<file path="src/fewr_regs.vh">
// Purpose: constants for the erase and burst-wrap command sequencer
// Assumes: 20 MHz system clock, mode 0 serial link sampled by that clock
// Notes: timing figures are defaults, the top module exposes them as parameters
`ifndef FEWR_REGS_VH
`define FEWR_REGS_VH

`define FEWR_CMD_WREN 8'h06
`define FEWR_CMD_RDSR 8'h05
`define FEWR_CMD_WRAP 8'h77
`define FEWR_CMD_PAGE 8'h81
`define FEWR_CMD_SECT 8'h20
`define FEWR_CMD_HALF 8'h52
`define FEWR_CMD_BLK 8'hD8
`define FEWR_CMD_CHIP1 8'h60
`define FEWR_CMD_CHIP2 8'hC7

`define FEWR_BITS_CMD 6'h08
`define FEWR_BITS_ADDR 6'h20
`define FEWR_BITS_WRAP 6'h28
`define FEWR_BITS_MAX 6'h3F

`define FEWR_KIND_NONE 3'h0
`define FEWR_KIND_PAGE 3'h1
`define FEWR_KIND_SECT 3'h2
`define FEWR_KIND_HALF 3'h3
`define FEWR_KIND_BLK 3'h4
`define FEWR_KIND_CHIP 3'h5

`define FEWR_WRAP_RESET 3'h7
`define FEWR_WRAP_OFF_BIT 0
`define FEWR_WRAP_LSB 4

`define FEWR_CLOCK_MHZ 20
`define FEWR_PAGE_CLEAR_TIME_US 1000
`define FEWR_SMALL_UNIT_CLEAR_TIME_US 2000
`define FEWR_HALF_BLOCK_CLEAR_TIME_US 4000
`define FEWR_BLOCK_CLEAR_TIME_US 8000
`define FEWR_WHOLE_ARRAY_CLEAR_TIME_US 16000

`endif

</file>
<file path="src/fewr_sequencer.v">
// Purpose: erase command and burst-wrap handling of a serial flash
// Assumes: link pins come from outside the clock domain, protection lookup is external
// Notes: the array itself is outside, driven by erase_start with kind and address
`timescale 1ns/10ps
`include "fewr_regs.vh"

module fewr_sequencer #(
	parameter PAGE_CLEAR_TIME_US = `FEWR_PAGE_CLEAR_TIME_US,
	parameter SMALL_UNIT_CLEAR_TIME_US = `FEWR_SMALL_UNIT_CLEAR_TIME_US,
	parameter HALF_BLOCK_CLEAR_TIME_US = `FEWR_HALF_BLOCK_CLEAR_TIME_US,
	parameter BLOCK_CLEAR_TIME_US = `FEWR_BLOCK_CLEAR_TIME_US,
	parameter WHOLE_ARRAY_CLEAR_TIME_US = `FEWR_WHOLE_ARRAY_CLEAR_TIME_US
) (
	input wire clock,
	input wire rst,
	input wire cs_n,
	input wire sclk,
	input wire si,
	output reg so,
	output reg so_oe,
	input wire [4:0] block_protect_bits,
	input wire region_protected,
	output wire [23:0] check_addr,
	output wire [2:0] check_kind,
	output reg erase_start,
	output reg [2:0] erase_kind,
	output reg [23:0] erase_addr,
	output reg write_enable_latch,
	output reg write_in_progress,
	output reg [2:0] wrap_setting_bits,
	input wire quad_read_load,
	input wire [23:0] quad_read_start_addr,
	input wire quad_read_byte_done,
	output reg [23:0] quad_read_addr
);

localparam [31:0] PAGE_CYC = PAGE_CLEAR_TIME_US * `FEWR_CLOCK_MHZ;
localparam [31:0] SECT_CYC = SMALL_UNIT_CLEAR_TIME_US * `FEWR_CLOCK_MHZ;
localparam [31:0] HALF_CYC = HALF_BLOCK_CLEAR_TIME_US * `FEWR_CLOCK_MHZ;
localparam [31:0] BLK_CYC = BLOCK_CLEAR_TIME_US * `FEWR_CLOCK_MHZ;
localparam [31:0] CHIP_CYC = WHOLE_ARRAY_CLEAR_TIME_US * `FEWR_CLOCK_MHZ;

////////////////////////////////////////////////////////////////////////////////
// decoding shared by several places

function [2:0] kind_of;
	input [7:0] code;
	begin
		case (code)
			`FEWR_CMD_PAGE: kind_of = `FEWR_KIND_PAGE;
			`FEWR_CMD_SECT: kind_of = `FEWR_KIND_SECT;
			`FEWR_CMD_HALF: kind_of = `FEWR_KIND_HALF;
			`FEWR_CMD_BLK: kind_of = `FEWR_KIND_BLK;
			`FEWR_CMD_CHIP1: kind_of = `FEWR_KIND_CHIP;
			`FEWR_CMD_CHIP2: kind_of = `FEWR_KIND_CHIP;
			default: kind_of = `FEWR_KIND_NONE;
		endcase
	end
endfunction

function [31:0] cycles_of;
	input [2:0] kind;
	begin
		case (kind)
			`FEWR_KIND_PAGE: cycles_of = PAGE_CYC;
			`FEWR_KIND_SECT: cycles_of = SECT_CYC;
			`FEWR_KIND_HALF: cycles_of = HALF_CYC;
			`FEWR_KIND_BLK: cycles_of = BLK_CYC;
			default: cycles_of = CHIP_CYC;
		endcase
	end
endfunction

// next quad read address with optional section wrap
function [23:0] next_read;
	input [23:0] addr;
	input [2:0] wrap;
	reg [7:0] mask;
	reg [23:0] inc;
	begin
		mask = 8'h00;
		inc = addr + 24'h000001;
		case (wrap[2:1])
			2'b00: mask = 8'h07;
			2'b01: mask = 8'h0F;
			2'b10: mask = 8'h1F;
			default: mask = 8'h3F;
		endcase
		if (wrap[`FEWR_WRAP_OFF_BIT])
			next_read = inc;
		else
			next_read = {addr[23:8], (addr[7:0] & ~mask) | (inc[7:0] & mask)};
	end
endfunction

////////////////////////////////////////////////////////////////////////////////
// link synchronisers and edges

reg cs_s1, cs_s2, cs_s3;
reg sclk_s1, sclk_s2, sclk_s3;
reg si_s1, si_s2;

always @(posedge clock or posedge rst) begin
	if (rst) begin
		cs_s1 <= 1'b1;
		cs_s2 <= 1'b1;
		cs_s3 <= 1'b1;
		sclk_s1 <= 1'b0;
		sclk_s2 <= 1'b0;
		sclk_s3 <= 1'b0;
		si_s1 <= 1'b0;
		si_s2 <= 1'b0;
	end else begin
		cs_s1 <= cs_n;
		cs_s2 <= cs_s1;
		cs_s3 <= cs_s2;
		sclk_s1 <= sclk;
		sclk_s2 <= sclk_s1;
		sclk_s3 <= sclk_s2;
		si_s1 <= si;
		si_s2 <= si_s1;
	end
end

wire selected = ~cs_s2;
wire sclk_rise = selected & sclk_s2 & ~sclk_s3;
wire sclk_fall = selected & ~sclk_s2 & sclk_s3;
wire cs_rise = cs_s2 & ~cs_s3;

////////////////////////////////////////////////////////////////////////////////
// command shifter

reg [5:0] bit_count;
reg [7:0] command;
reg [31:0] shifter;
wire [7:0] code_now = {shifter[6:0], si_s2};

always @(posedge clock or posedge rst) begin
	if (rst) begin
		bit_count <= 6'h00;
		command <= 8'h00;
		shifter <= 32'h00000000;
	end else if (!selected) begin
		bit_count <= 6'h00;
	end else if (sclk_rise) begin
		shifter <= {shifter[30:0], si_s2};
		if (bit_count != `FEWR_BITS_MAX)
			bit_count <= bit_count + 6'h01;
		if (bit_count == `FEWR_BITS_CMD - 6'h01)
			command <= code_now;
	end
end

wire [2:0] cmd_kind = kind_of(command);
wire region_cmd = (cmd_kind != `FEWR_KIND_NONE) & (cmd_kind != `FEWR_KIND_CHIP);
wire chip_cmd = cmd_kind == `FEWR_KIND_CHIP;
wire region_len_ok = bit_count == `FEWR_BITS_ADDR;
wire chip_len_ok = bit_count == `FEWR_BITS_CMD;
wire wren_now = sclk_rise & (bit_count == `FEWR_BITS_CMD - 6'h01) & (code_now == `FEWR_CMD_WREN);

assign check_addr = shifter[23:0];
assign check_kind = cmd_kind;

wire region_go = region_cmd & region_len_ok & ~region_protected;
wire chip_go = chip_cmd & chip_len_ok & (block_protect_bits == 5'h00);
wire erase_go = cs_rise & ~write_in_progress & write_enable_latch & (region_go | chip_go);
wire wrap_go = cs_rise & ~write_in_progress & (command == `FEWR_CMD_WRAP) & (bit_count == `FEWR_BITS_WRAP);

////////////////////////////////////////////////////////////////////////////////
// latch, wrap setting and erase timer

reg [31:0] timer;

always @(posedge clock or posedge rst) begin
	if (rst) begin
		write_enable_latch <= 1'b0;
		write_in_progress <= 1'b0;
		wrap_setting_bits <= `FEWR_WRAP_RESET;
		timer <= 32'h00000000;
		erase_start <= 1'b0;
		erase_kind <= `FEWR_KIND_NONE;
		erase_addr <= 24'h000000;
	end else begin
		erase_start <= 1'b0;
		if (wren_now && !write_in_progress)
			write_enable_latch <= 1'b1;
		if (wrap_go)
			wrap_setting_bits <= shifter[`FEWR_WRAP_LSB+2:`FEWR_WRAP_LSB];
		if (erase_go) begin
			write_in_progress <= 1'b1;
			write_enable_latch <= 1'b0;
			timer <= cycles_of(cmd_kind) - 32'h00000001;
			erase_start <= 1'b1;
			erase_kind <= cmd_kind;
			erase_addr <= chip_cmd ? 24'h000000 : shifter[23:0];
		end else if (write_in_progress) begin
			if (timer == 32'h00000000)
				write_in_progress <= 1'b0;
			else
				timer <= timer - 32'h00000001;
		end
	end
end

////////////////////////////////////////////////////////////////////////////////
// status read, answered also during an erase

wire [7:0] status = {1'b0, block_protect_bits, write_enable_latch, write_in_progress};
wire status_read = (command == `FEWR_CMD_RDSR) & (bit_count >= `FEWR_BITS_CMD);

// bit position inside the status byte, keeps counting past the saturated frame count
reg [2:0] read_phase;

always @(posedge clock or posedge rst) begin
	if (rst)
		read_phase <= 3'h0;
	else if (!selected)
		read_phase <= 3'h0;
	else if (sclk_rise)
		read_phase <= read_phase + 3'h1;
end

always @(posedge clock or posedge rst) begin
	if (rst) begin
		so <= 1'b0;
		so_oe <= 1'b0;
	end else if (!selected) begin
		so_oe <= 1'b0;
	end else if (sclk_fall && status_read) begin
		so_oe <= 1'b1;
		so <= status[3'h7 - read_phase];
	end
end

////////////////////////////////////////////////////////////////////////////////
// quad read address generator

always @(posedge clock or posedge rst) begin
	if (rst)
		quad_read_addr <= 24'h000000;
	else if (quad_read_load)
		quad_read_addr <= quad_read_start_addr;
	else if (quad_read_byte_done)
		quad_read_addr <= next_read(quad_read_addr, wrap_setting_bits);
end

endmodule // fewr_sequencer

</file>
<file path="config.mk">
export PLATFORM = sky130hd
export DESIGN_NAME = fewr_sequencer
export DESIGN_NICKNAME = d
export VERILOG_FILES = /design/src/fewr_sequencer.v
export VERILOG_INCLUDE_DIRS = /design/src
export SDC_FILE = /design/constraint.sdc
export NUM_CORES = 1
export LEC_CHECK = 0
export ABC_AREA = 1
export BUFFER_PORTS_ARGS = -buffer_cell sky130_fd_sc_hd__buf_2
export CAP_MARGIN = 20
export CORE_AREA = 2 2 128 130
export DETAILED_ROUTE_END_ITERATION = 16
export DIE_AREA = 0 0 130 132
export PLACE_DENSITY = 0.76
export SYNTH_ARGS = -nofsm -noshare
export SYNTH_HDL_FRONTEND = slang
export SYNTH_SLANG_ARGS = --single-unit
</file>
<file path="constraint.sdc">
create_clock -name clock -period 5.84 [get_ports clock]
set_input_delay 0.876 -clock clock [delete_from_list [all_inputs] [get_ports clock]]
set_output_delay 0.876 -clock clock [all_outputs]
set_load 0.02 [all_outputs]
</file>
Word level (Yosys, flattened, before mapping) --
Cells that the tools add are included.
Word-level totals: bits of input ports 37, bits in registers 140, output and inout port bits 86, word-level logic and storage cells 132
Cells by class: reductions and logical operators 21, multiplexer cells 28, equal/unequal tests 23, bitwise logic cells 29, add/sub/neg operators 6, order comparisons 2
Operators with widths (number):
- $mux W32 | 4
- $mux W24 | 4
- $pmux W19 S4 | 1
- $sub A32 B1 Y32 const B | 2
- $logic_not A32 Y1 | 1
- $add A24 B1 Y24 const B | 1
- $eq A8 B7 Y1 const B | 3
- $eq A8 B8 Y1 const B | 3
- $and A1 B1 Y1 | 18
- $mux W6 | 3
- $pmux W6 S3 | 1
- $and A8 B8 Y8 | 2
- $eq A8 B3 Y1 const B | 2
- $mux W8 | 2
- $pmux W3 S5 | 1
- $reduce_bool A2 Y1 | 7
- $eq A6 B6 Y1 const B | 2
- $reduce_and A2 Y1 | 5
- $mux W1 | 9
- $eq A8 B6 Y1 const B | 1
- $not A8 Y8 | 1
- $or A8 B8 Y8 | 1
- $add A6 B1 Y6 const B | 1
- $eq A3 B2 Y1 const B | 2
- other kinds (24) | 32

Logic depth before layout (Yosys ltp) --
Gate-level depths: netlist (run 1).
word-level depth 12, mapped depth 27, mapped depth without buffers 23

Worst setup path before layout (run 1) --
No wires, ideal clock.
kind input to register, start point input block_protect_bits[1], end point register timer[20], arrival time 3.046 ns, library setup time 0.118 ns, cell stages on the path 21, setup slack 2.675 ns, buffers on the path 4, path through inv_1 > nand2_1 > nor4_1 > nand4_1 > nand2_2 > nand2_4 > buf_8 > buf_6 > buf_2 > buf_1 > nand2_1 > ha_1 > nand2_1 > inv_1 > nand2_2 > nor2_4 > inv_2 > nor2_4 > nand2_2 > xnor2_1 > inv_1
On the way: longest elaborated chain between the ends 6
RTL lines:
- start, declared | RTL line fewr_sequencer.v:21 | input wire [4:0] block_protect_bits,
- $logic_not A5 Y1 * | RTL line fewr_sequencer.v:165 | wire chip_go = chip_cmd & chip_len_ok & (block_protect_bits == 5'h00);
- $and A1 B1 Y1 * | RTL line fewr_sequencer.v:165
- $or A1 B1 Y1 * | RTL line fewr_sequencer.v:166 | wire erase_go = cs_rise & ~write_in_progress & write_enable_latch & (region_go | chip_go);
- $and A1 B1 Y1 * | RTL line fewr_sequencer.v:166
- $ne A2 B2 Y1 (no line) or $reduce_bool A2 Y1 (tied branches)
- $reduce_and A2 Y1 (no line)
- end signal, assigned | RTL line fewr_sequencer.v:192 | timer <= cycles_of(cmd_kind) - 32'h00000001;
- end signal, assigned | RTL line fewr_sequencer.v:200 | timer <= timer - 32'h00000001;
- end, declared | RTL line fewr_sequencer.v:172 | reg [31:0] timer;
Every way passes the cells marked *; elsewhere a longest branch is shown, timed or not. A chain may end at the register's enable or synchronous reset.

Worst setup path after layout (run 1) --
start point register command[4], end point register timer[22]
On the way: longest elaborated chain between the ends 11
RTL lines:
- start, declared | RTL line fewr_sequencer.v:134 | reg [7:0] command;
- start signal, assigned | RTL line fewr_sequencer.v:150 | command <= code_now;
- $eq A8 B8 Y1 or $eq A8 B7 Y1 (tied branches) | RTL line fewr_sequencer.v:49 | case (code)
- $reduce_or A2 Y1 (no line)
- $pmux W3 S5 * | RTL line fewr_sequencer.v:49
- parallel branches: the longest is 8 deep, another holds $sub A32 B1 Y32
Every way passes the cells marked *. The select of a mux whose other input is x is not followed.

==> qor.yml, run 1 <==
sta:
  finalCriticalPeriod_ns: 3.38
  fin_tns_setup_ns: 0
  final_max_slew_viol_count: 0
  fmaxAchievable_ghz: 0.296
  setup_violations: 0
  timing.clock.skew_ns: 0.00811
  unrepaired_setup_endpoints_after_global_routing: "false"
  transition_time_of_the_tightest_slew_check_pin_ns: 0.993
  layout_worst_path_cycle_share_pct: 57.8
  hold_violations: 0
  timing.slew.headroom_pct: 33.8
power:
  power_density_mw_per_mm2: 251
  p_int_uw: 1640
  vdd_ir_drop_max_v: 0.000197
  share_comb_of_total_power_pct: 9.5
  netSwitchingFraction_pct: 28.2
  static_leakage_uw: 0.00468
  total_power_draw_uw: 2280
  power_frac_clock_pct: 44.2
  net_switching_power_uw: 643
  seq_power_share_pct: 46.3
cells_and_area:
  finish.cell_count_without_fillers: 1337
  antenna_cells_inserted: 0
  mostFrequentLayoutCell: "nand2_1"
  nNetsFinal: 1150
  area_growth_syn_to_layout_pct: 17.0
  layout_cell_share_with_drive_strength_beyond_1_pct: 23.3
  top_library_cells_by_usage_in_the_layout_fill_and_taps_aside: "nand2_1, dfrtp_1, buf_2, inv_1, nor2_1"
worst_setup_path:
  critPathRequiredTime_ns: 6.17
  critPathCaptureType: "flip-flop"
  timing_worst_setup_path_type: "flip-flop to flip-flop"
  r2r-start: "command[4]"
  worst-r2r-cell-count: 21
  r2r_setup_slack_ns: 2.46
  reg2reg_to: "timer[22]"
  worst-endpoint-arrival_ns: 3.70
  cp-start-kind: "flip-flop"
  critPathLaunch: "command[4]"
  critical_path.max_fanout: 84
die:
  fp.dieW_um: 130
  start_util_pct: 49.4
  placementRows: 46
  io_pins: 123
  dieArea_mm2: 0.0172
  design.core.area_mm2: 0.0157
  chipHeight_um: 132
synth:
  synth_edf_count: 0
  synth_top_flop_cell: "dfrtp_1"
  synthesis.area_per_instance_um2: 7.83
  netlist.area_leader.share_pct: 43.2
  synthSimpleGateAreaFrac_pct: 30.3
  synth_top_area_cells: "dfrtp_1, nand2_1, inv_1, nor2_1, o21ai_0"
  post_synth_fa_ha_maj_area_fraction_pct: 0.805
  ys_seq_elements: 140
  synth_compound_area_share_pct: 14.0
  synth_xor_area_share_pct: 1.24
  synth_cell_types: 49
  yosysSeqAreaShare_pct: 45.2
  netlist_area_mm2: 0.00777
  yosys_warnings: 0
  async_flop_share_pct: 100
  synth_cells: 992
  synth_top_area_cell: "dfrtp_1"
  synthMuxAreaShare_pct: 0
  combinational_family_with_the_most_area_after_synthesis: "simple AND/OR/NAND/NOR gates"
  synth_net_count: 1034
clock_network:
  clk-insertion-delay-late_ns: 0.43
  cts_htree_levels: 4
  buffer_depth_of_the_longest_clock_path: 2
  cts_inserted_buffers: 17
  cts.sinks: 140
  post_cts_resize_count: 0
  post_cts_hold_buffer_count: 0
  tritoncts: "built"
  cts.reportedPaths.clkPinSlew_ns: 0.06
  cts_post_setup_buffers_inserted: 0
  clk_root_buffer_cell: "clkbuf_16"
drt:
  post-route-drc-count: 0
  drt.antenna.violating_nets: 0
  firstDrtPassIters: 5
  drt-wirelength-per-cell_um: 14.4
  initialDrtViolationCount: 464
  via_count: 7093
  via_per_inst: 5.31
  routed_wirelength_mm: 19.2
run:
  timing.max_cap.violations: 0
place:
  io_buffer_count: 122
  finalWeightedCongestion: 0.888
  hpwl_mm: 13.7
  place_inst: 1305
global_routing:
  grt_first_pass_wirelength_mm: 31.5
  grt-ovfl-total: 0
  antenna_found_initial: 0
  grt_max_degree: 110
  track_usage_pct: 22.9
  grt_pass1_vias: 6546
min_path:
  timing.hold.worst.start: "si_s1"
  worstHoldEndpoint: "si_s2"
  holdPathStages: 0
  min-delay-path-class: "flip-flop to flip-flop"
status:
  status: "complete, no violations"
-- power by group through the flow --
stage / combinational (uW) / clock (uW) / sequential (uW)
3_3_place_gp: 214 / 0 / 1070
4_1_cts: 218 / 1020 / 1050
5_1_grt: 242 / 1060 / 1060
2_1_floorplan: 93.8 / 0 / 1100
3_5_place_dp: 217 / 0 / 1070
6_report: 216 / 1010 / 1050
-- cell type report --
| type | instances | area [um^2] |
|---|---|---|
| fill | 1423 | 6620 |
| timing repair buffer | 126 | 641 |
| inverter | 135 | 512 |
| multi-input combinational | 688 | 3610 |
| clock inverter | 13 | 104 |
| sequential | 140 | 3510 |
| clock buffer | 19 | 443 |
| tap | 216 | 270 |
-- cells by family after synthesis --
logic type / after synthesis
AO/OA/AOI/OAI: 179
XOR/XNOR: 11
buffers and inverters: 164
AND/OR/NAND/NOR: 493
flip-flops: 140
adder cells (fa/ha/maj): 5
-- synth_stat cells (2+ instances only) --
cell type    n
a211oi_1     2
a21oi_1     46
a22oi_1     12
a31oi_1      8
buf_1        3
buf_2        4
buf_6        3
clkbuf_1    18
clkinv_1     2
dfrtp_1    134
dfstp_2      6
ha_1         5
inv_1      114
inv_2       19
nand2_1    232
nand2_2     29
nand2_4     12
nand3_1     47
nand3_2      4
nand3b_1     2
nand4_1     19
nor2_1      94
nor2_2      12
nor2_4       9
nor3_1      13
nor4_1      14
o211ai_1     5
o21a_1       2
o21ai_0     64
o21ai_1      3
o21ai_2      2
o21bai_1     2
o31ai_1     24
or2_2        3
xnor2_1      2
xor2_1       9
-- per-stage QoR --
| stage | hold WS (ns) | setup WS (ns) | util, % | instance area [um^2] |
|---|---|---|---|---|
| 2_1_floorplan | 0.331 | 1.22 | - | 7770 |
| 3_3_place_gp | 0.333 | 2.40 | 54.4 | 8540 |
| 3_5_place_dp | 0.341 | 2.30 | 54.4 | 8540 |
| 4_1_cts | 0.356 | 2.48 | 57.9 | 9090 |
| 5_1_grt | 0.364 | 2.16 | 57.9 | 9090 |
| 6_report | 0.355 | 2.46 | 57.9 | 9090 |
-- registers in the layout, indices dropped and copies added, names as in the netlist, 3 cells and up, named ones only --
name	flops
command	8
bit_count	6
read_phase	3
quad_read_addr	21
shifter	24
wrap_setting_bits	3
erase_kind	3
erase_addr	24
timer	32
-- per-layer routing --
metal / vias to the layer above / GRT usage, % / part of all wire, %
met4: 0 / 8.66 / 2.0
met5: - / 0 / 0
li1: 3479 / - / -
met2: 263 / 34.5 / 44
met3: 32 / 4.91 / 6.7
met1: 3319 / 32.5 / 47
-- worst max-delay path, stage by stage (launching register included) --
cell and delay (ns):
dfrtp_1 0.44, inv_2 0.06, nand2_1 0.08, nor2_1 0.06
nand2_2 0.08, nand2_4 0.21, nand4_1 0.19, nand2_2 0.09
nand2_4 0.06, buf_4 0.73, nand2_1 0.26, ha_1 0.29
nand2_1 0.09, inv_1 0.05, nand2_2 0.10, inv_1 0.08
nand2_1 0.11, nor2_1 0.07, nand2_1 0.05, nand2_1 0.04
nand2_1 0.06, inv_1 0.04
-- how the worst max path moves through the flow --
stage / end / cells after the start / slack (ns)
CTS: timer[22] / 21 / 2.48
global placement: timer[30] / 14 / 2.40
global route: timer[14] / 18 / 2.16
floorplan: asynchronous set/reset pin / 1 / 1.22
detailed placement: timer[20] / 19 / 2.30
finish: timer[22] / 21 / 2.46
No activity file was read; power rests on OpenSTA's default activity.
==> run 2, diff against run 1 <==
--- a/config.mk
+++ b/config.mk
@@ -12,7 +12,7 @@
 export CORE_AREA = 2 2 128 130
 export DETAILED_ROUTE_END_ITERATION = 16
 export DIE_AREA = 0 0 130 132
-export PLACE_DENSITY = 0.76
+export PLACE_DENSITY = 0.79
 export SYNTH_ARGS = -nofsm -noshare
 export SYNTH_HDL_FRONTEND = slang
 export SYNTH_SLANG_ARGS = --single-unit
==> constraint.sdc (replaced) <==
create_clock -name clock -period 2.8 [get_ports clock]
set_input_delay 0.42 -clock clock [delete_from_list [all_inputs] [get_ports clock]]
set_output_delay 0.42 -clock clock [all_outputs]
set_load 0.02 [all_outputs]
==> run 2 against run 1 <==
Compared with the run above: design area grew 3.9%; first-iteration DRC count shrank 2.8%; critical path type unchanged; clock power grew 130%; via count grew 1.7%; sequential share of layout area shrank 1.4 points; worst setup slack lost 2.3 ns; utilization grew 2.3 points; clock skew grew 0.0099 ns; combinational power grew 110%; critical path depth shrank 2; register-to-register slack lost 2.3 ns.
==> qor.yml, run 2 (synthesis results as in run 1) <==
die:
  start_util_pct: 49.4
  chipHeight_um: 132
  fp.dieW_um: 130
  dieArea_mm2: 0.0172
  placementRows: 46
  design.core.area_mm2: 0.0157
  io_pins: 123
place:
  finalWeightedCongestion: 0.912
  dp_slack_ns: 0.0690
  hpwl_mm: 13.9
  io_buffer_count: 122
status:
  status: "complete, no violations"
min_path:
  min-delay-path-class: "input pin to flip-flop"
  holdPathStages: 1
  worstHoldEndpoint: "si_s1"
  timing.hold.worst.start: "si"
worst_setup_path:
  critPathRequiredTime_ns: 3.13
  critPathCaptureType: "flip-flop"
  worst-endpoint-arrival_ns: 2.95
  critical_path.cell_chain: "inv_2 > nand2_1 > nor2_2 > nand2_2 > nand2_8 > nand4_1 > nand2_2 > nand2_8 > nand2_2 > ha_1 > nand2_1 > inv_1 > nand2_2 > nor2_4 > inv_2 > nor2_4 > nand2_2 > xnor2_2 > inv_1"
  reg2reg_to: "timer[20]"
  r2r-start: "command[3]"
  r2r_setup_slack_ns: 0.18
  worst-r2r-cell-count: 19
  critPathMaxStageDelay_ns: 0.41
  critical_path.max_fanout: 12
  cp-start-kind: "flip-flop"
  timing_worst_setup_path_type: "flip-flop to flip-flop"
  cp_num_buf_inv: 4
  critical_path.top_delay_family: "simple AND/OR/NAND/NOR gates"
  most_repeated_library_cell_on_the_critical_path: "nand2_2"
  critical_path.slowest_cell: "dfrtp_1"
sta:
  final_max_slew_viol_count: 0
  finalCriticalPeriod_ns: 2.62
  timing.clock.skew_ns: 0.0180
  fmaxAchievable_ghz: 0.382
  setup_violations: 0
  unrepaired_setup_endpoints_after_global_routing: "true"
  timing.slew.headroom_pct: 52.1
  layout_worst_path_cycle_share_pct: 93.5
  hold_violations: 0
  transition_time_of_the_tightest_slew_check_pin_ns: 0.719
  timing.final.ws_setup_ns: 0.182
clock_network:
  cts_inserted_buffers: 17
  buffer_depth_of_the_longest_clock_path: 2
  clk-insertion-delay-late_ns: 0.44
  post_cts_hold_buffer_count: 0
  cts.reportedPaths.clkPinSlew_ns: 0.07
  cts_htree_levels: 4
  tritoncts: "built"
  cts.sinks: 140
  clk_root_buffer_cell: "clkbuf_16"
drt:
  firstDrtPassIters: 5
  drt.antenna.violating_nets: 0
  initialDrtViolationCount: 451
  routed_wirelength_mm: 19.7
  post-route-drc-count: 0
  via_count: 7216
  drt-wirelength-per-cell_um: 14.5
  via_per_inst: 5.29
power:
  power_frac_clock_pct: 46.3
  total_power_draw_uw: 4940
  power_density_mw_per_mm2: 523
  net_switching_power_uw: 1430
  vdd_ir_drop_max_v: 0.000435
  seq_power_share_pct: 44.4
  p_int_uw: 3520
  netSwitchingFraction_pct: 28.8
  static_leakage_uw: 0.00482
  share_comb_of_total_power_pct: 9.3
global_routing:
  grt_pass1_vias: 6865
  track_usage_pct: 23.6
  grt_max_degree: 141
  grt-ovfl-total: 0
  grt_first_pass_wirelength_mm: 32.5
  antenna_found_initial: 0
cells_and_area:
  mostFrequentLayoutCell: "nand2_1"
  layout_cell_share_with_drive_strength_beyond_1_pct: 26.9
  final.fill_count: 1360
  nNetsFinal: 1176
  antenna_cells_inserted: 0
  largest_reg_flops: 32
  top_register: "timer"
  area_growth_syn_to_layout_pct: 21.6
  top_library_cells_by_usage_in_the_layout_fill_and_taps_aside: "nand2_1, dfrtp_1, buf_2, inv_1, nor2_1"
  biggestRegsByFlops: "timer (32), erase_addr (24), shifter (24)"
run:
  timing.max_cap.violations: 0
## run 2: changes by cell type in the layout (fill, tap and decap cells not counted), moves of 3 or more
cell and delta:
buf_4 +23, nor2_1 -8, nand2_1 -7, inv_8 +6, nand2_2 +6, nor2_2 +5
clkinv_4 -3, nor2_4 +3
## run 2: per-stage QoR
step	cells	utilization [%]	TNS, ns	hold WS, ns	cell area, um^2
final	1363	60.1	0	0.0889	9450
after global routing	1363	60.1	-0.117	0.0754	9450
after CTS	1354	59.1	0	0.0803	9290
after detailed placement	1322	55.4	0	0.335	8700
after global placement	1322	55.4	0	0.333	8700
after floorplan	992	-	0	0.331	7770
## run 2: final cells by class
cell class	count	area, um^2	share of cell area, %
Sequential cell	140	3510	37.2
Clock inverter	15	163	1.72
Tap cell	216	270	2.86
Timing Repair Buffer	152	868	9.19
Multi-Input combinational cell	688	3700	39.1
Clock buffer	17	425	4.50
Inverter	135	510	5.40
## run 2: power by group through the flow
stage	sequential [uW]	clock, uW	combinational [uW]
4_1_cts	2190	2320	464
2_1_floorplan	2300	0	196
3_5_place_dp	2230	0	459
6_report	2190	2290	462
5_1_grt	2210	2410	516
3_3_place_gp	2230	0	453
## run 2: worst reg2reg max path, cell delays in order, from the launching register on
cell,delay [ns]
dfrtp_1,0.41
inv_2,0.08
nand2_1,0.08
nor2_2,0.15
nand2_2,0.11
nand2_8,0.11
nand4_1,0.12
nand2_2,0.18
nand2_8,0.11
nand2_2,0.10
ha_1,0.17
nand2_1,0.07
inv_1,0.06
nand2_2,0.08
nor2_4,0.17
inv_2,0.08
nor2_4,0.18
nand2_2,0.08
xnor2_2,0.12
inv_1,0.05
## run 2: what timing repair did
| action | in CTS | in global routing |
|---|---|---|
| resized for setup | 0 | 26 |
| setup buffers | 0 | 9 |
| endpoints found under the setup margin | 0 | 29 |
## run 2: per-layer routing
layer,global-route usage (%),vias up,routed length (um)
met3,5.32,42,1510
li1,-,3525,-
met1,32.3,3352,8760
met2,36.4,297,8950
met5,0,-,0
met4,9.38,0,502
## run 2: how the worst max path moves through the flow
stage | startpoint | end | slack, ns | cells past startpoint
finish | command[3] | timer[20] | 0.18 | 19
global route | command[0] | timer[20] | -0.04 | 21
CTS | command[5] | timer[20] | 0.02 | 19
detailed placement | command[7] | timer[20] | 0.07 | 19
global placement | command[5] | timer[30] | 0.12 | 18
floorplan | command[7] | timer[20] | 0.001 | 23
